--- config.mk ---
export PLATFORM = sky130hd
export DESIGN_NAME = tcrd_top
export DESIGN_NICKNAME = d
export VERILOG_FILES = /design/src/tcrd_pkg.sv /design/src/tcrd_clk_if.sv /design/src/tcrd_clk_mem.sv /design/src/tcrd_bitsync.sv /design/src/tcrd_top.sv
export SDC_FILE = /design/constraint.sdc
export NUM_CORES = 1
export LEC_CHECK = 0
export BUFFER_PORTS_ARGS = -buffer_cell sky130_fd_sc_hd__buf_4
export CORE_MARGIN = 2
export CORE_UTILIZATION = 58
export CTS_CLUSTER_SIZE = 8
export DETAILED_ROUTE_END_ITERATION = 10
export PLACE_DENSITY = 0.83
export REMOVE_ABC_BUFFERS = 1
export SKIP_LAST_GASP = 1
export SLEW_MARGIN = 20
export SYNTH_ARGS = -nofsm -noshare
export SYNTH_HDL_FRONTEND = slang
export SYNTH_SLANG_ARGS = --single-unit
--- constraint.sdc ---
create_clock -name I_CLK -period 3.25 [get_ports I_CLK]
set_input_delay 0 -clock I_CLK [delete_from_list [all_inputs] [get_ports I_CLK]]
set_output_delay 0 -clock I_CLK [all_outputs]
set_load 0.03 [all_outputs]
--- src/tcrd_pkg.sv ---
/*
  Shared constants for the two-wire command read block: bus addresses,
  command codes, clock register layout and bit counts.
  Assumes nothing of its surroundings; imported by tcrd_clk_mem, tcrd_top and tcrd_top_tb.
*/
package tcrd_pkg;
  localparam logic [6:0] DEV_ADDR = 7'h4F;
  localparam logic [7:0] ADDR_WR = 8'h9E;
  localparam logic [7:0] ADDR_RD = 8'h9F;
  localparam logic [7:0] CMD_READ_TEMP = 8'hAA;
  localparam logic [7:0] CMD_ACCESS_CLOCK = 8'hC0;
  localparam logic [7:0] CMD_ACCESS_CONFIG = 8'hAC;
  localparam logic [2:0] CLK_ADDR_SECONDS = 3'h0;
  localparam logic [2:0] CLK_ADDR_MINUTES = 3'h1;
  localparam logic [2:0] CLK_ADDR_LAST = 3'h6;
  localparam int CLK_REGS = 7;
  localparam logic [3:0] BIT_LAST = 4'h7;
  localparam logic [3:0] BIT_ACK = 4'h8;
  localparam logic [0:0] BYTE_HIGH = 1'h0;
  localparam logic [0:0] BYTE_LOW = 1'h1;
  typedef enum logic [2:0] {
    TCRD_IDLE, TCRD_ADDR, TCRD_CMD, TCRD_PTR, TCRD_WDATA, TCRD_RDATA, TCRD_SKIP
  } tcrd_state_e;
endpackage : tcrd_pkg

--- src/tcrd_clk_if.sv ---
/*
  Interface carrying clock register reads between the link logic and the
  clock register store.
  Assumes both ends run on the link clock.
*/
`timescale 1ns/1ps
interface tcrd_clk_if;
  logic [2:0] rd_addr;
  logic [7:0] rd_data;
  modport link(output rd_addr, input rd_data);
  modport store(input rd_addr, output rd_data);
endinterface : tcrd_clk_if

--- src/tcrd_clk_mem.sv ---
/*
  Clock register store: seven bytes mirrored from the system clock domain
  into the link domain, read data out of a register.
  Assumes the system side values change slowly compared with a byte time.
*/
`timescale 1ns/1ps
module tcrd_clk_mem
  import tcrd_pkg::*;
(
  // Link side
  input wire logic i_clk,
  input wire logic i_rst_n,
  tcrd_clk_if.store rd,
  // Values from the clock counters
  input wire logic [8*CLK_REGS-1:0] i_values
);
  logic [7:0] mem_reg [CLK_REGS];
  logic [7:0] data_reg;
  // The store is refreshed every link edge; a byte is latched whole so a
  // byte on the wire never mixes two counter values.
  always_ff @(posedge i_clk) begin
    for (int i = 0; i < CLK_REGS; i++) begin
      mem_reg[i] <= i_values[8*i +: 8];
    end
  end
  always_ff @(posedge i_clk) begin
    if (!i_rst_n) begin
      data_reg <= 8'h00;
    end else begin
      data_reg <= mem_reg[rd.rd_addr];
    end
  end
  assign rd.rd_data = data_reg;
endmodule : tcrd_clk_mem

--- src/tcrd_bitsync.sv ---
/*
  Two flip-flop synchroniser for a bundle of levels.
  Assumes inputs are quasi-static across several destination clocks.
*/
`timescale 1ns/1ps
module tcrd_bitsync #(
  parameter int W = 1
) (
  input wire logic i_clk,
  input wire logic [W-1:0] i_d,
  output logic [W-1:0] o_q
);
  logic [W-1:0] s1_reg;
  logic [W-1:0] s2_reg;
  always_ff @(posedge i_clk) begin
    s1_reg <= i_d;
    s2_reg <= s1_reg;
  end
  assign o_q = s2_reg;
endmodule : tcrd_bitsync

--- src/tcrd_top.sv ---
/*
  Read side command handling of a thermometer and clock slave on a two-wire
  bus. The link logic runs on SCL sampled by I_CLK after synchronisation;
  the source values come from the system domain as levels.
  Assumes an external pad resolves SDA from O_SDA_OE (drive low when high).
*/
`timescale 1ns/1ps
// Functional notes
// - The device acknowledges its address byte and every command or pointer byte.
// - Command AAh followed by a repeated start and read returns the temperature.
// - Temperature is sent high byte first then low byte, each MSB first.
// - Command C0h followed by one byte loads the clock register pointer.
// - Clock address 01h holds minutes, so reads starting there give minutes first.
// - During a clock read the pointer advances after every acknowledged byte.
// - Command ACh followed by a read returns the two configuration bytes.
// - Configuration is sent high byte first, then the low byte with alarm flags.
// - The clock pointer wraps from the highest address to the lowest after its ACK.
module tcrd_top
  import tcrd_pkg::*;
(
  // System clock and control
  input wire logic I_CLK,
  input wire logic I_RST_N,
  input wire logic I_CE,
  // Two-wire bus pins
  input wire logic I_SCL,
  input wire logic I_SDA,
  output logic O_SDA,
  output logic O_SDA_OE,
  // Values to report
  input wire logic [15:0] I_TEMP,
  input wire logic [15:0] I_CONFIG,
  input wire logic [8*CLK_REGS-1:0] I_CLOCK_VALUES,
  // Status
  output logic O_BUSY,
  output logic [7:0] O_COMMAND
);
  logic scl_s;
  logic sda_s;
  logic scl_d_reg;
  logic sda_d_reg;
  tcrd_state_e state_reg;
  tcrd_state_e state_next;
  logic [3:0] bit_reg;
  logic [7:0] shift_reg;
  logic [7:0] cmd_reg;
  logic [2:0] ptr_reg;
  logic byte_sel_reg;
  logic rw_reg;
  logic drive_reg;
  logic [7:0] tx_reg;
  logic [15:0] temp_s;
  logic [15:0] config_s;
  tcrd_clk_if clk_bus();

  tcrd_bitsync #(.W(2)) u_pin_sync (
    .i_clk(I_CLK),
    .i_d({I_SCL, I_SDA}),
    .o_q({scl_s, sda_s})
  );
  tcrd_bitsync #(.W(32)) u_val_sync (
    .i_clk(I_CLK),
    .i_d({I_TEMP, I_CONFIG}),
    .o_q({temp_s, config_s})
  );
  tcrd_clk_mem u_clk_mem (
    .i_clk(I_CLK),
    .i_rst_n(I_RST_N),
    .rd(clk_bus.store),
    .i_values(I_CLOCK_VALUES)
  );

  wire scl_rise = scl_s && !scl_d_reg;
  wire scl_fall = !scl_s && scl_d_reg;
  wire start_cond = scl_s && scl_d_reg && sda_d_reg && !sda_s;
  wire stop_cond = scl_s && scl_d_reg && !sda_d_reg && sda_s;
  wire [7:0] rx_byte = {shift_reg[6:0], sda_s};
  wire byte_done = scl_rise && (bit_reg == BIT_LAST);
  wire ack_clock = scl_rise && (bit_reg == BIT_ACK);
  wire master_ack = ack_clock && !sda_s;
  // By the ACK slot the whole byte sits in shift_reg; rx_byte is already one bit on.
  wire addr_match = (shift_reg[7:1] == DEV_ADDR);
  wire is_clock_cmd = (cmd_reg == CMD_ACCESS_CLOCK);

  function automatic logic [2:0] ptr_inc(input logic [2:0] p);
    ptr_inc = (p == CLK_ADDR_LAST) ? CLK_ADDR_SECONDS : 3'(p + 3'h1);
  endfunction : ptr_inc

  // Next byte source: temperature, configuration or the clock store.
  logic [7:0] src_byte;
  always_comb begin
    src_byte = 8'hFF;
    case (cmd_reg)
      CMD_READ_TEMP: src_byte = byte_sel_reg ? temp_s[7:0] : temp_s[15:8];
      CMD_ACCESS_CONFIG: src_byte = byte_sel_reg ? config_s[7:0] : config_s[15:8];
      CMD_ACCESS_CLOCK: src_byte = clk_bus.rd_data;
      default: src_byte = 8'hFF;
    endcase
  end
  assign clk_bus.rd_addr = ptr_reg;

  always_comb begin
    state_next = state_reg;
    case (state_reg)
      TCRD_IDLE: state_next = TCRD_IDLE;
      TCRD_ADDR: begin
        if (ack_clock) begin
          if (!drive_reg) begin
            state_next = TCRD_SKIP;
          end else if (rw_reg) begin
            state_next = TCRD_RDATA;
          end else begin
            state_next = TCRD_CMD;
          end
        end
      end
      TCRD_CMD: begin
        if (ack_clock) begin
          state_next = is_clock_cmd ? TCRD_PTR : TCRD_WDATA;
        end
      end
      TCRD_PTR: begin
        if (ack_clock) begin
          state_next = TCRD_WDATA;
        end
      end
      TCRD_WDATA: state_next = TCRD_WDATA;
      TCRD_RDATA: begin
        if (ack_clock && sda_s) begin
          state_next = TCRD_SKIP;
        end
      end
      TCRD_SKIP: state_next = TCRD_SKIP;
      default: state_next = TCRD_IDLE;
    endcase
    if (start_cond) begin
      state_next = TCRD_ADDR;
    end else if (stop_cond) begin
      state_next = TCRD_IDLE;
    end
  end

  always_ff @(posedge I_CLK) begin
    if (!I_RST_N) begin
      scl_d_reg <= 1'b1;
      sda_d_reg <= 1'b1;
    end else if (I_CE) begin
      scl_d_reg <= scl_s;
      sda_d_reg <= sda_s;
    end
  end

  always_ff @(posedge I_CLK) begin
    if (!I_RST_N) begin
      state_reg <= TCRD_IDLE;
    end else if (I_CE) begin
      state_reg <= state_next;
    end
  end

  // Bit counter: 0..7 data bits, 8 acknowledge slot, restarts on start.
  always_ff @(posedge I_CLK) begin
    if (!I_RST_N) begin
      bit_reg <= 4'h0;
    end else if (I_CE) begin
      if (start_cond) begin
        bit_reg <= 4'h0;
      end else if (ack_clock) begin
        bit_reg <= 4'h0;
      end else if (scl_rise) begin
        bit_reg <= 4'(bit_reg + 4'h1);
      end
    end
  end

  always_ff @(posedge I_CLK) begin
    if (!I_RST_N) begin
      shift_reg <= 8'h00;
    end else if (I_CE && scl_rise && bit_reg < BIT_ACK) begin
      shift_reg <= rx_byte;
    end
  end

  // Command context: a stop forgets it, so a later read without a fresh
  // command returns idle-high bytes rather than stale data.
  always_ff @(posedge I_CLK) begin
    if (!I_RST_N) begin
      cmd_reg <= 8'h00;
      rw_reg <= 1'b0;
    end else if (I_CE) begin
      if (stop_cond) begin
        cmd_reg <= 8'h00;
      end else if (byte_done && state_reg == TCRD_ADDR) begin
        rw_reg <= rx_byte[0];
      end else if (byte_done && state_reg == TCRD_CMD) begin
        cmd_reg <= rx_byte;
      end
    end
  end

  always_ff @(posedge I_CLK) begin
    if (!I_RST_N) begin
      ptr_reg <= CLK_ADDR_MINUTES;
      byte_sel_reg <= BYTE_HIGH;
    end else if (I_CE) begin
      if (byte_done && state_reg == TCRD_CMD) begin
        byte_sel_reg <= BYTE_HIGH;
      end else if (byte_done && state_reg == TCRD_PTR) begin
        ptr_reg <= (rx_byte > {5'h00, CLK_ADDR_LAST}) ? CLK_ADDR_SECONDS : rx_byte[2:0];
      end else if (start_cond) begin
        byte_sel_reg <= BYTE_HIGH;
      end else if (state_reg == TCRD_RDATA && master_ack) begin
        byte_sel_reg <= BYTE_LOW;
        if (is_clock_cmd) begin
          ptr_reg <= ptr_inc(ptr_reg);
        end
      end
    end
  end

  // SDA drive: ACK slots of address, command and pointer bytes, data bits in read bytes. Changes on
  // SCL falling edges, and is released on a start or stop, so data is stable while SCL is high.
  wire [3:0] bit_after = (bit_reg == BIT_ACK) ? 4'h0 : bit_reg;
  always_ff @(posedge I_CLK) begin
    if (!I_RST_N) begin
      drive_reg <= 1'b0;
      tx_reg <= 8'h00;
    end else if (I_CE) begin
      if (start_cond || stop_cond) begin
        drive_reg <= 1'b0;
      end else if (scl_fall) begin
        if (bit_reg == BIT_ACK && state_reg == TCRD_ADDR) begin
          drive_reg <= addr_match;
        end else if (bit_reg == BIT_ACK && (state_reg == TCRD_CMD || state_reg == TCRD_PTR)) begin
          drive_reg <= 1'b1;
        end else if (state_reg == TCRD_RDATA && bit_reg == 4'h0) begin
          tx_reg <= {src_byte[6:0], 1'b1};
          drive_reg <= !src_byte[7];
        end else if (state_reg == TCRD_RDATA && bit_after < BIT_ACK) begin
          tx_reg <= {tx_reg[6:0], 1'b1};
          drive_reg <= !tx_reg[7];
        end else begin
          drive_reg <= 1'b0;
        end
      end
    end
  end

  assign O_SDA = 1'b0;
  assign O_SDA_OE = drive_reg;
  assign O_BUSY = (state_reg != TCRD_IDLE);
  assign O_COMMAND = cmd_reg;

  chk_addr_ack: assert property (@(posedge I_CLK) disable iff (!I_RST_N)
    (I_CE && scl_fall && bit_reg == BIT_ACK && state_reg == TCRD_ADDR && addr_match) |=> O_SDA_OE)
    else $error("address byte not acknowledged");
  chk_cmd_ack: assert property (@(posedge I_CLK) disable iff (!I_RST_N)
    (I_CE && scl_fall && bit_reg == BIT_ACK && state_reg == TCRD_CMD) |=> O_SDA_OE)
    else $error("command byte not acknowledged");
  chk_ptr_load: assert property (@(posedge I_CLK) disable iff (!I_RST_N)
    (I_CE && byte_done && state_reg == TCRD_PTR && rx_byte <= {5'h00, CLK_ADDR_LAST}) |=> ptr_reg == $past(rx_byte[2:0]))
    else $error("clock pointer not loaded");
  chk_ptr_wrap: assert property (@(posedge I_CLK) disable iff (!I_RST_N)
    (I_CE && state_reg == TCRD_RDATA && master_ack && is_clock_cmd && ptr_reg == CLK_ADDR_LAST)
    |=> ptr_reg == CLK_ADDR_SECONDS)
    else $error("clock pointer did not wrap");
  chk_ptr_step: assert property (@(posedge I_CLK) disable iff (!I_RST_N)
    (I_CE && state_reg == TCRD_RDATA && master_ack && is_clock_cmd && ptr_reg < CLK_ADDR_LAST)
    |=> ptr_reg == $past(ptr_reg) + 3'h1)
    else $error("clock pointer did not advance");
  chk_stop_clear: assert property (@(posedge I_CLK) disable iff (!I_RST_N)
    (I_CE && stop_cond) |=> (cmd_reg == 8'h00 && state_reg == TCRD_IDLE && !O_SDA_OE))
    else $error("stop did not clear context");
  chk_temp_msb: assert property (@(posedge I_CLK) disable iff (!I_RST_N)
    (I_CE && scl_fall && state_reg == TCRD_RDATA && bit_reg == 4'h0 && cmd_reg == CMD_READ_TEMP
     && byte_sel_reg == BYTE_HIGH) |=> O_SDA_OE == !$past(temp_s[15]))
    else $error("temperature msb bit wrong");
  chk_cfg_low: assert property (@(posedge I_CLK) disable iff (!I_RST_N)
    (I_CE && state_reg == TCRD_RDATA && master_ack && cmd_reg == CMD_ACCESS_CONFIG)
    |=> byte_sel_reg == BYTE_LOW)
    else $error("configuration low byte not selected");
  chk_nack_end: assert property (@(posedge I_CLK) disable iff (!I_RST_N)
    (I_CE && state_reg == TCRD_RDATA && ack_clock && sda_s && !start_cond && !stop_cond)
    |=> state_reg == TCRD_SKIP)
    else $error("nack did not end read");
  chk_ack_release: assert property (@(posedge I_CLK) disable iff (!I_RST_N)
    (I_CE && scl_fall && state_reg == TCRD_RDATA && bit_reg == BIT_ACK) |=> !O_SDA_OE)
    else $error("master ack slot not released");
  cov_temp_read: cover property (@(posedge I_CLK) state_reg == TCRD_RDATA && cmd_reg == CMD_READ_TEMP);
  cov_clock_read: cover property (@(posedge I_CLK) state_reg == TCRD_RDATA && is_clock_cmd);
  cov_cfg_read: cover property (@(posedge I_CLK) state_reg == TCRD_RDATA && cmd_reg == CMD_ACCESS_CONFIG);
  cov_ptr_wrap: cover property (@(posedge I_CLK) master_ack && is_clock_cmd && ptr_reg == CLK_ADDR_LAST);
  cov_foreign: cover property (@(posedge I_CLK) state_reg == TCRD_ADDR && ack_clock && !drive_reg);
endmodule : tcrd_top

==> metrics.md <==
| Metric | Value |
|---|---|
| Status | complete, no violations |
| Clk Latency, worst-skew pair | 0.54 ns |
| Worst-path cell chain | mux2i_1 -> o22ai_1 -> a221oi_1 -> o21ai_1 |
| # setup viols final | 0 |
| Met3 Usage GRT | 8.391% |
| Most Crowded Layer GR | met2 |
| # rows | 35 |
| Area Growth Syn to Fin | 41.85% |
| Synth Register Bits | 171 |
| VDD IR-drop max | 0.6502 mV |
| WP data required | 3.65 ns |
| # H-tree levels | 4 |
| Worst slew pin tran | 1.039 ns |
| TritonCTS buffer count | 17 |
| GRT Util Overall | 33.47% |
| Seq. cell area | 3423 um^2 |
| Vias in the first global route | 4,722 |
| Final Cycle Share | 71.39% |
| EDFF count, synth | 0 |
| Startpoint Class | flop |
| Reg2reg end | tx_reg[2] |
| Core ar. | 9196 um^2 |
| Routability cong. | 0.8799 |
| Max reg flops | 56 |
| Largest area contributor in the netlist | dfxtp_1 |
| Share of cells above drive strength 1 | 22.30% |
| Initial DRT Pass Iterations | 5 |
| RSZ-0062 raised after global routing | false |
| Async S/R FF share, synth | 0% |
| Total Die Area | 10,210 um^2 |
| Crit-path slowest cell | dfxtp_1 |
| Via count | 4,460 |
| Largest net degree at the start of global routing | 28 |
| Synthesized area per cell | 11.55 um^2 |
| Synth area leaders | dfxtp_1 63%, mux2i_1 6.6%, nand2_1 3.4% |
| Clock skew | 0.01448 ns |
| Root Buffer | clkbuf_8 |
| Tightest Hold Check Type | in -> reg |
| # placed instances | 663 |
| Multi-input logic area | 1886 um^2 |
| Port Buffers | 102 |
| HP Start | I_CLOCK_VALUES[44] |
| Die width | 101.1 um |
| CTS tree | done |
| Drt total wl | 16,520 um |
| CP Max Fanout | 17 |
| Global route total overflow | 0 |
| Routed len/inst | 20.94 um |
| Mapped cell area | 5463 um^2 |
| Crit-path max cell delay | 0.97 ns |
| GR Util met1 | 38.13% |
| Initial antenna violation count | 1 |
| Initial Util | 59.40% |
| First-pass GRT wire length | 25,040 um |
| Worst r2r src | byte_sel_reg |
| Pwr Density | 582.2 nW/um^2 |
| Slew headroom | 30.65% |
| Leakage | 3.227 nW |
| Max clock buf depth | 2 |
| Final cell count without fillers | 789 |
| GRT met2 Usage | 59.70% |
| Final ANT Viol Nets | 0 |
| Critical path type | reg -> reg |
| Max Clock Freq | 431.0 MHz |
| DR iter-0 viols | 389 |
| Mapped Cells | 473 |
| CP bufs+invs | 0 |
| Final min period | 2.320 ns |
| Top Ports | 104 |
| Hold Buf Count CTS | 93 |
| Hold path depth | 2 |
| Hold Path End | u_clk_mem.mem_reg[5][4] |
| HPWL after detailed placement | 7546 um |
| Share of the synthesized area in the top cell type | 62.67% |
| # DRC | 0 |
| Sequential area share after synthesis | 62.67% |
| Quantity of gates resized following cts | 0 |
| Hold violation count in the final report | 0 |
| Fin Setup TNS | 0 ns |
| Clk sinks | 171 |
| Fillers | 399 |
| Worst-case reg-to-reg path depth | 4 |
| Slack of the worst reg-to-reg path | 0.93 ns |
| Synth unique cells | 59 |
| Max Transition Viols Final | 0 |
| Post-CTS setup buffer count | 0 |
| Max_cap viols | 0 |
| Arrival time worst endpoint | 2.72 ns |
| Nets | 759 |
| CP delay by family, top | flip-flops |
| Die Ht | 101.1 um |
| Via-to-Cell Ratio | 5.653 |
| Yosys warning count | 0 |
| Worst-path clk slew | 0.08 ns |
| Setup crit end kind | flop |
| Ys flop type | dfxtp_1 |
[worst max path at each step]
stage,to,slack (ns),depth (start not counted),from
after floorplan,clk_bus.rd_addr[1],1.24,4,O_COMMAND[6]
after global placement,clk_bus.rd_addr[2],1.13,5,O_COMMAND[2]
after detailed placement,clk_bus.rd_addr[2],1.06,5,O_COMMAND[2]
after CTS,clk_bus.rd_addr[2],1.06,5,O_COMMAND[2]
after global routing,clk_bus.rd_addr[2],0.89,5,O_COMMAND[2]
final,tx_reg[2],0.93,4,byte_sel_reg
[worst reg2reg max path, cell delays in order, from the launching register on]
cell      delay [ns]
dfxtp_1         0.97
mux2i_1         0.37
o22ai_1         0.16
a221oi_1        0.54
o21ai_1         0.15
[power breakdown]
| part | internal [W] | switching (W) |
|---|---|---|
| clock network | 0.00106 | 0.000908 |
| logic | 0.000187 | 0.000111 |
| registers | 0.00219 | 0.0000519 |
[layout make-up]
cell class	instances	area share, %
Antenna cell	1	0.03229
Timing Repair Buffer	197	22.09
Tap cell	111	1.792
Multi-Input combinational cell	271	24.33
Sequential cell	171	44.18
Inverter	6	0.2907
Clock inverter	12	1.663
Clock buffer	20	5.619
[cells in the mapped netlist, types with 3 or more instances]
master    number
nor2b_1        7
a22o_1         8
nor3b_1        3
nor4_1         3
a21oi_1       21
mux2i_1       36
dfxtp_1      171
o21ai_1        3
buf_2         11
o22ai_1        8
nor2_1        27
inv_1          6
nand2_1       50
nand2b_1       5
nand3b_1       6
mux4_2         8
o21ai_0       26
nor3_1         4
a221oi_1       7
a41o_1         3
clkbuf_1       9
[routing by layer]
metal  vias to the layer above  wire length (um)
met3                        48              1099
met2                       245              8642
met5                         -                 0
li1                       2053                 -
met1                      2114              6306
met4                         0               476
[placed cells by master (no fill, tap or decap), drive strengths merged, types with 2 or more instances in the layout]
master	netlist	final
a21boi	2	2
a21oi	21	21
a221oi	7	7
a22o	8	8
a311oi	2	2
a41o	3	3
and2	2	2
and3	2	2
buf	15	104
clkbuf	10	20
clkinv	0	4
dfxtp	171	171
dlygate4sd3	0	93
ha	2	2
inv	6	12
mux2i	36	36
mux4	8	8
nand2	50	50
nand2b	5	5
nand3	2	2
nand3b	6	6
nand4	2	2
nor2	28	28
nor2b	7	7
nor3	6	6
nor3b	3	3
nor4	3	3
o21ai	29	29
o22ai	8	8
o32ai	3	3
or3b	2	2
xnor2	2	2
xor2	2	2
[per-stage QoR]
step / setup slack, ns / util (%) / total power [W] / cell area, um^2 / hold slack (ns)
2_1_floorplan: 1.240 / - / 0.002339 / 5331 / 0.02772
3_3_place_gp: 1.134 / 67.97 / 0.002453 / 6251 / 0.1045
3_5_place_dp: 1.058 / 67.97 / 0.002461 / 6251 / 0.1054
4_1_cts: 1.057 / 84.23 / 0.004440 / 7746 / 0.08185
5_1_grt: 0.8857 / 84.26 / 0.004619 / 7749 / 0.07949
6_report: 0.9298 / 84.26 / 0.004511 / 7749 / 0.09460
[cell families after synthesis]
family	after synthesis	share of synthesized area, %
buffers and inverters	31	2.817
other	1	0.06865
adder cells (fa/ha/maj)	2	0.4580
flip-flops	171	62.67
AO/OA/AOI/OAI	93	11.45
AND/OR/NAND/NOR	127	12.00
multiplexers	44	9.895
XOR/XNOR	4	0.6414
Power figures use the tool's default switching activity.
